<file path="src/sahp_pkg.sv">
/*
  Shared constants for the converter host port: widths, reset values,
  conversion timing and the update-mode encoding.
  Assumes a 50 MHz system clock.
*/
package sahp_pkg;
  localparam int RESULT_W = 13;
  localparam int TRIM_W = 10;
  localparam logic [12:0] TRIM_RESET = 13'h0000;
  localparam logic [12:0] RESULT_RESET = 13'h0000;
  localparam int CLK_MHZ = 50;
  localparam int CONV_TIME_NS = 300;
  localparam int CONV_CYCLES = (CONV_TIME_NS * CLK_MHZ + 999) / 1000;
  localparam int CNT_W = 8;
  localparam int FIFO_DEPTH = 16;
  typedef enum logic [1:0] {
    SAHP_MODE_BAD0,
    SAHP_MODE_EARLY,
    SAHP_MODE_DEFER,
    SAHP_MODE_BAD3
  } sahp_mode_type;
endpackage : sahp_pkg

</file>
<file path="src/sahp_port.sv">
/*
  Digital host port of a 13-bit successive-approximation converter:
  convert start, busy, result read and offset-trim write.
  Assumes all host pins are asynchronous to clk_in; conversion results
  arrive from the converter core as a valid/ready stream.
*/
`timescale 1ns/100ps
module sahp_port #(
  parameter int CONV_CYC = sahp_pkg::CONV_CYCLES
) (
  input wire logic clk_in,
  input wire logic reset_in,
  input wire logic convert_start_n_in,
  input wire logic select_n_in,
  input wire logic read_n_in,
  input wire logic write_n_in,
  input wire logic [1:0] mode_in,
  input wire logic [12:0] result_bus_in,
  output logic [12:0] result_bus_out,
  output logic result_bus_oe_out,
  output logic busy_n_out,
  input wire logic [12:0] sample_data_in,
  input wire logic sample_valid_in,
  output logic sample_ready_out,
  output logic sample_start_out,
  output logic [sahp_pkg::TRIM_W-1:0] trim_out
);
  import sahp_pkg::*;

  typedef enum logic [1:0] {SAHP_IDLE, SAHP_CONV, SAHP_WAIT} sahp_st_type;

  // Two-stage synchronisers for all host pins
  logic [3:0] s1_r, s2_r, s3_r;
  logic [12:0] d1_r, d2_r;
  logic [1:0] m1_r, m2_r;
  always_ff @(posedge clk_in) begin
    if (reset_in) begin
      s1_r <= 4'hf;
      s2_r <= 4'hf;
      s3_r <= 4'hf;
      m1_r <= 2'h1;
      m2_r <= 2'h1;
      d1_r <= 13'h0000;
      d2_r <= 13'h0000;
    end else begin
      s1_r <= {write_n_in, read_n_in, select_n_in, convert_start_n_in};
      s2_r <= s1_r;
      s3_r <= s2_r;
      m1_r <= mode_in;
      m2_r <= m1_r;
      d1_r <= result_bus_in;
      d2_r <= d1_r;
    end
  end

  logic cs_fall, wr_rise, rd_act, sel;
  assign sel = ~s2_r[1];
  assign cs_fall = s3_r[0] & ~s2_r[0];
  assign wr_rise = ~s3_r[3] & s2_r[3] & ~s3_r[1];
  assign rd_act = ~s2_r[1] & ~s2_r[2];

  sahp_st_type st_r, st_nxt;
  logic [CNT_W-1:0] cnt_r, cnt_nxt;
  logic busy_n_r, busy_n_nxt;
  logic [12:0] trim_r, trim_nxt, res_r, res_nxt, pend_r, pend_nxt;
  logic oe_r, oe_nxt, start_r, start_nxt;
  logic [12:0] fifo_q;
  logic fifo_v, fifo_pop, accept;
  logic ready_r, ready_nxt;
  logic [CNT_W-1:0] lvl_r, lvl_nxt;

  // Core results queue here so a slow host never loses a sample
  sahp_fifo #(.WIDTH(RESULT_W), .DEPTH(FIFO_DEPTH)) u_fifo (
    .clk_in(clk_in),
    .reset_in(reset_in),
    .wr_data_in(sample_data_in),
    .wr_valid_in(accept),
    // Full is tracked by the level mirror below, so this flag is unused
    .wr_ready_out(),
    .rd_data_out(fifo_q),
    .rd_valid_out(fifo_v),
    .rd_ready_in(fifo_pop)
  );

  always_comb begin
    st_nxt = st_r;
    cnt_nxt = cnt_r;
    busy_n_nxt = busy_n_r;
    trim_nxt = trim_r;
    res_nxt = res_r;
    pend_nxt = pend_r;
    start_nxt = 1'b0;
    fifo_pop = 1'b0;
    oe_nxt = rd_act;
    unique case (st_r)
      SAHP_IDLE: begin
        if (cs_fall) begin
          st_nxt = SAHP_CONV;
          busy_n_nxt = 1'b0;
          start_nxt = 1'b1;
          cnt_nxt = CNT_W'(CONV_CYC);
          if (m2_r == SAHP_MODE_DEFER) begin
            res_nxt = pend_r;
          end
        end else if (wr_rise && sel) begin
          // Only the low 10 bits count; upper bus bits are ignored and stored as zero
          trim_nxt = {3'h0, d2_r[TRIM_W-1:0]};
        end
      end
      SAHP_CONV: begin
        if (cnt_r > CNT_W'(1)) begin
          cnt_nxt = cnt_r - CNT_W'(1);
        end else begin
          st_nxt = SAHP_WAIT;
        end
      end
      SAHP_WAIT: begin
        // End of conversion waits for the core's result
        if (fifo_v) begin
          fifo_pop = 1'b1;
          busy_n_nxt = 1'b1;
          st_nxt = SAHP_IDLE;
          pend_nxt = fifo_q;
          if (m2_r != SAHP_MODE_DEFER) begin
            res_nxt = fifo_q;
          end
        end
      end
      default: st_nxt = SAHP_IDLE;
    endcase
  end

  always_ff @(posedge clk_in) begin
    if (reset_in) begin
      st_r <= SAHP_IDLE;
      cnt_r <= '0;
      busy_n_r <= 1'b1;
      trim_r <= TRIM_RESET;
      res_r <= RESULT_RESET;
      pend_r <= RESULT_RESET;
      oe_r <= 1'b0;
      start_r <= 1'b0;
    end else begin
      st_r <= st_nxt;
      cnt_r <= cnt_nxt;
      busy_n_r <= busy_n_nxt;
      trim_r <= trim_nxt;
      res_r <= res_nxt;
      pend_r <= pend_nxt;
      oe_r <= oe_nxt;
      start_r <= start_nxt;
    end
  end

  // Mirror of the queue level; ready must come from a flop, so it is
  // set from the level after this edge, never from a stale full flag
  always_comb begin
    accept = sample_valid_in && ready_r;
    lvl_nxt = lvl_r + CNT_W'(accept) - CNT_W'(fifo_pop);
    ready_nxt = lvl_nxt < CNT_W'(FIFO_DEPTH);
  end

  always_ff @(posedge clk_in) begin
    if (reset_in) begin
      lvl_r <= '0;
      ready_r <= 1'b0;
    end else begin
      lvl_r <= lvl_nxt;
      ready_r <= ready_nxt;
    end
  end

  assign result_bus_out = res_r;
  assign result_bus_oe_out = oe_r;
  assign busy_n_out = busy_n_r;
  assign sample_start_out = start_r;
  assign sample_ready_out = ready_r;
  assign trim_out = trim_r[TRIM_W-1:0];

  busy_fall_a: assert property (@(posedge clk_in) disable iff (reset_in)
    (st_r == SAHP_IDLE && cs_fall) |=> !busy_n_out && sample_start_out)
    else $error("busy did not fall on convert start");
  busy_rise_a: assert property (@(posedge clk_in) disable iff (reset_in)
    (st_r == SAHP_WAIT && fifo_v) |=> busy_n_out)
    else $error("busy did not rise at end of conversion");
  conv_len_a: assert property (@(posedge clk_in) disable iff (reset_in)
    $fell(busy_n_out) |-> !busy_n_out [*2])
    else $error("conversion too short");
  // Pins reach the enable through two sync stages and one register
  drive_a: assert property (@(posedge clk_in) disable iff (reset_in)
    result_bus_oe_out == (!$past(select_n_in, 3) && !$past(read_n_in, 3)))
    else $error("bus enable does not follow select and read");
  trim_hold_a: assert property (@(posedge clk_in) disable iff (reset_in)
    !busy_n_out |=> $stable(trim_out))
    else $error("trim changed during conversion");
  trim_load_a: assert property (@(posedge clk_in) disable iff (reset_in)
    (st_r == SAHP_IDLE && !cs_fall && wr_rise && sel)
      |=> trim_out == $past(result_bus_in[TRIM_W-1:0], 3))
    else $error("trim not captured");
  early_a: assert property (@(posedge clk_in) disable iff (reset_in)
    (st_r == SAHP_WAIT && fifo_v && m2_r == SAHP_MODE_EARLY)
      |=> result_bus_out == $past(fifo_q))
    else $error("early mode result not loaded");
  defer_a: assert property (@(posedge clk_in) disable iff (reset_in)
    (st_r == SAHP_IDLE && cs_fall && m2_r == SAHP_MODE_DEFER)
      |=> result_bus_out == $past(pend_r))
    else $error("deferred result not loaded");
  conv_c: cover property (@(posedge clk_in) $rose(busy_n_out));
  defer_c: cover property (@(posedge clk_in)
    st_r == SAHP_IDLE && cs_fall && m2_r == SAHP_MODE_DEFER);
  read_c: cover property (@(posedge clk_in) $rose(result_bus_oe_out));
  write_c: cover property (@(posedge clk_in) $changed(trim_out));
endmodule : sahp_port

</file>
<file path="src/sahp_fifo.sv">
/*
  Synchronous FIFO with valid/ready on both sides.
  Assumes one clock and a synchronous active-high reset.
*/
`timescale 1ns/100ps
module sahp_fifo #(
  parameter int WIDTH = 13,
  parameter int DEPTH = 16
) (
  input wire logic clk_in,
  input wire logic reset_in,
  input wire logic [WIDTH-1:0] wr_data_in,
  input wire logic wr_valid_in,
  output logic wr_ready_out,
  output logic [WIDTH-1:0] rd_data_out,
  output logic rd_valid_out,
  input wire logic rd_ready_in
);
  localparam int AW = $clog2(DEPTH);
  logic [WIDTH-1:0] mem_r [DEPTH];
  logic [AW-1:0] wp_r, wp_nxt, rp_r, rp_nxt;
  logic [AW:0] cnt_r, cnt_nxt;
  logic push, pop;

  always_comb begin
    push = wr_valid_in && (cnt_r != (AW+1)'(DEPTH));
    pop = rd_ready_in && (cnt_r != '0);
    wp_nxt = push ? wp_r + 1'b1 : wp_r;
    rp_nxt = pop ? rp_r + 1'b1 : rp_r;
    cnt_nxt = cnt_r + (AW+1)'(push) - (AW+1)'(pop);
  end

  always_ff @(posedge clk_in) begin
    if (reset_in) begin
      wp_r <= '0;
      rp_r <= '0;
      cnt_r <= '0;
    end else begin
      wp_r <= wp_nxt;
      rp_r <= rp_nxt;
      cnt_r <= cnt_nxt;
    end
    if (push) begin
      mem_r[wp_r] <= wr_data_in;
    end
  end

  assign wr_ready_out = cnt_r != (AW+1)'(DEPTH);
  assign rd_valid_out = cnt_r != '0;
  assign rd_data_out = mem_r[rp_r];
endmodule : sahp_fifo

</file>
<file path="config.mk">
export PLATFORM = sky130hd
export DESIGN_NAME = sahp_port
export DESIGN_NICKNAME = d
export VERILOG_FILES = /design/src/sahp_pkg.sv /design/src/sahp_port.sv /design/src/sahp_fifo.sv
export SDC_FILE = /design/constraint.sdc
export NUM_CORES = 1
export LEC_CHECK = 0
export BUFFER_PORTS_ARGS = -buffer_cell sky130_fd_sc_hd__buf_2
export CAP_MARGIN = 10
export CORE_ASPECT_RATIO = 0.8
export CORE_MARGIN = 2
export CORE_UTILIZATION = 25
export CTS_BUF_LIST = sky130_fd_sc_hd__clkbuf_2
export DETAILED_ROUTE_END_ITERATION = 6
export HOLD_SLACK_MARGIN = 0.06
export MAX_ROUTING_LAYER = met4
export PLACE_DENSITY = 0.39
export SETUP_SLACK_MARGIN = 0.2
export SYNTH_ARGS = -nofsm -noshare
export SYNTH_HDL_FRONTEND = slang
export SYNTH_SLANG_ARGS = --single-unit
</file>
<file path="constraint.sdc">
create_clock -name clk_in -period 8.96 [get_ports clk_in]
set_clock_uncertainty 0.15 [all_clocks]
set_input_delay 0.448 -clock clk_in [delete_from_list [all_inputs] [get_ports clk_in]]
set_output_delay 0.448 -clock clk_in [all_outputs]
set_load 0.05 [all_outputs]
</file>
==> out/summary.txt <==
die area = 50,380 um^2
FILL cells = 4,851
cells resized by post-CTS repair = 0
critical path class = flop to flop
Unique masters post-synth = 49
Core Area = 48,200 um^2
Post-synth EDFFs = 208
Met2 Routed Length = 12.43 mm
Fmax = 0.2939 GHz
synthesized area per cell = 15.96 um^2
setup TNS = 0 ns
CTS tree = done
most used cell along the critical path = ha_1
CP Capture Type = flop
CTS clock-pin slew for the worst setup and hold paths = 0.09 ns
wire length on met3 = 1.373 mm
Detailed Route WL = 28.86 mm
Worst-Skew Late Latency = 0.98 ns
post-synthesis net count = 819
power density over cell area = 200.7 nW/um^2
Area Growth Syn to Fin = 20.51%
vias per inst = 4.264
input/output buffers = 58
Initial DRC Count = 425
Multi-input gate area = 3482 um^2
endpoints failing hold = 0
WL/cell = 17.54 um
gpl congestion = 0.7187
Cells after Synth = 761
CP Buf/Inv Count = 2
Num CTS Buffers = 86
Pre-antenna DRT Iters = 4
top sig layer = met4
Util after Layout = 0.3037
critical path's slowest cell = or4b_4
combinational share of power = 0.095
worst min path class = flop to flop
Worst path top cell family by delay = adder cells
initial antenna violation count = 2
RSZ-0062 raised after global routing = no
status = completed
minimum clock period = 3.403 ns
worst vdd ir = 0.00008103 V
CTS Root Cell = clkbuf_2
largest net degree at the start of global routing = 74
register area share after synthesis = 0.6955
Die X = 250.4 um
vias in the first global route = 7,360
Period Utilization, post-route = 0.3798
antenna viol nets, final = 0
Starting Density = 0.2520
Clk pwr share = 0.360
hpwl dp = 16.72 mm
htree depth = 3
Switching Share = 0.2650
sequential group share of total power = 0.545
max incr delay on CP = 0.48 ns
Worst Path Required = 9.63 ns
# Max-Cap Violations = 0
FF/Latch Area = 8453 um^2
worst-path maximum fanout = 8
Yosys warning total = 0
Cell Area, Synth = 12,150 um^2
gr usage total = 0.1220
cell internal pwr = 2.159 mW
post-synth top area share = 0.5142
Max-Slew Margin vs Limit = 0.2746
CP cell instances = inv_1 > ha_1 > or4b_4 > and3_4 > ha_1 > inv_1 > ha_1 > fa_1 > a31o_2 > a2111o_1 > a31oi_1
total gr overflow = 0
FF+latch count, synth = 318
dominant cell type by area after synthesis = edfxtp_1
Longest Clk Path Bufs = 3
LEAKAGE = 5.411 nW
top post-synthesis cells by area = edfxtp_1 51%, dfxtp_1 18%, mux4_2 9.6%
Worst-Margin Slew = 1.084 ns
Metal-1 WL = 14.44 mm
global-route wire length before repair = 44.25 mm
DR vias = 7,014
Final #Nets = 1,003
Die Y = 201.2 um
arrival time worst endpoint = 4.08 ns
row count = 72
IO Pins = 62
Net Sw Power = 0.7782 mW
clk sinks = 318
# DRC = 0
critical path launch point type = flop
final setup fails = 0
ys flop type = edfxtp_1
final slew viol count = 0
fraction of registers with async set or reset after synthesis = 0
fraction of layout instances using a drive strength above 1 = 0.2915
[flip-flops by register name, indices dropped and copies added (netlist names), 5 cells and up, named ones only]
name / count
pend_r: 13
u_fifo.cnt_r: 5
u_fifo.mem_r: 208
d2_r: 10
result_bus_out: 13
lvl_r: 8
cnt_r: 8
trim_r: 10
d1_r: 10
[worst register-to-register path, cell delays in order, from the launching register on]
cell and delay [ns]:
dfxtp_1 0.32, inv_1 0.08, ha_1 0.17, or4b_4 0.48, and3_4 0.24, ha_1 0.29
inv_1 0.04, ha_1 0.24, fa_1 0.44, a31o_2 0.30, a2111o_1 0.44, a31oi_1 0.13
[synthesized netlist by cell type (all sizes together) (11+ instances only)]
cell and n:
nor3b 13, ha 21, xor2 11, nand2 24
a22o 14, inv 22, clkbuf 30, nor3 11
nor2 56, mux2i 12, edfxtp 208, or2 13
dfxtp 110, a211o 13, and3 15, mux4 52
nor2b 32, a22oi 27
[metrics by stage]
stage | area [um^2] | hold slack [ns] | setup WS (ns) | std cells | total power, mW
after global routing | 14640 | 0.09248 | 5.326 | 1645 | 3.124
after floorplan | 12150 | 0.2165 | 5.682 | 761 | 1.830
after detailed placement | 13250 | 0.2276 | 5.509 | 1429 | 1.897
after CTS | 14630 | 0.09323 | 5.533 | 1641 | 3.004
final | 14640 | 0.2226 | 5.557 | 1645 | 2.937
after global placement | 13250 | 0.2318 | 5.499 | 1429 | 1.898
[cell families after synthesis]
family / count (synthesis) / synth area share
compound gates: 84 / 0.05418
xor+xnor: 21 / 0.01514
fa+ha+maj: 23 / 0.02493
buf+inv: 61 / 0.02070
flops: 318 / 0.6955
mux: 64 / 0.1063
simple gates: 190 / 0.08323
[cell usage in the layout, fill, tap and decap left out, types with 5 or more instances in the layout]
cell / instances
xor2_1: 11
mux2i_1: 12
dlygate4sd3_1: 57
or2_2: 13
dfxtp_1: 108
nand3_1: 5
nor2b_1: 30
nor3_1: 7
clkinv_1: 17
ha_1: 21
and3_1: 14
nand2_1: 24
mux4_2: 52
nor3b_1: 13
a211o_1: 13
a21oi_1: 8
nand2b_1: 6
buf_2: 57
a22oi_1: 27
edfxtp_1: 208
a211oi_1: 5
buf_4: 21
inv_1: 22
nor2_1: 56
clkbuf_2: 131
a22o_1: 14
xnor2_1: 10
[routing by layer]
| metal | GRT usage | vias to the layer above |
|---|---|---|
| met2 | 0.1729 | 143 |
| met4 | 0.04363 | 0 |
| met1 | 0.1649 | 3486 |
| li1 | - | 3326 |
| met5 | - | - |
| met3 | 0.03635 | 59 |
[final cells by class]
type / count / area share
antenna: 4 / 0.0006838
clock buffer: 131 / 0.04479
clock inverter: 24 / 0.01051
inverter: 22 / 0.005642
multi-input combinational: 382 / 0.2379
sequential: 318 / 0.5775
tap: 629 / 0.05377
timing repair buffer: 135 / 0.06924
[power by group through the flow]
| stage | Combinational [mW] | Clock (mW) | Sequential [mW] |
|---|---|---|---|
| 4_1_cts | 0.281 | 1.12 | 1.60 |
| 3_3_place_gp | 0.262 | 0 | 1.64 |
| 5_1_grt | 0.317 | 1.20 | 1.61 |
| 6_report | 0.278 | 1.06 | 1.60 |
| 3_5_place_dp | 0.261 | 0 | 1.64 |
| 2_1_floorplan | 0.192 | 0 | 1.64 |
[timing repair]
action,4_1_cts,5_1_grt
hold buffers,57,0
hold endpoints to repair,291,0
setup buffers,0,0
[final timing paths]
| path | start | end | slack [ns] | cells past startpoint |
|---|---|---|---|---|
| worst min register to register | s1_r[0] | s2_r[0] | 0.22 | 1 |
| worst max register to register | u_fifo.cnt_r[2] | lvl_r[6] | 5.56 | 11 |
| worst max-delay path | u_fifo.cnt_r[2] | lvl_r[6] | 5.56 | 11 |
| worst min-delay path | s1_r[0] | s2_r[0] | 0.22 | 1 |
No activity file was read; power rests on OpenSTA's default activity.
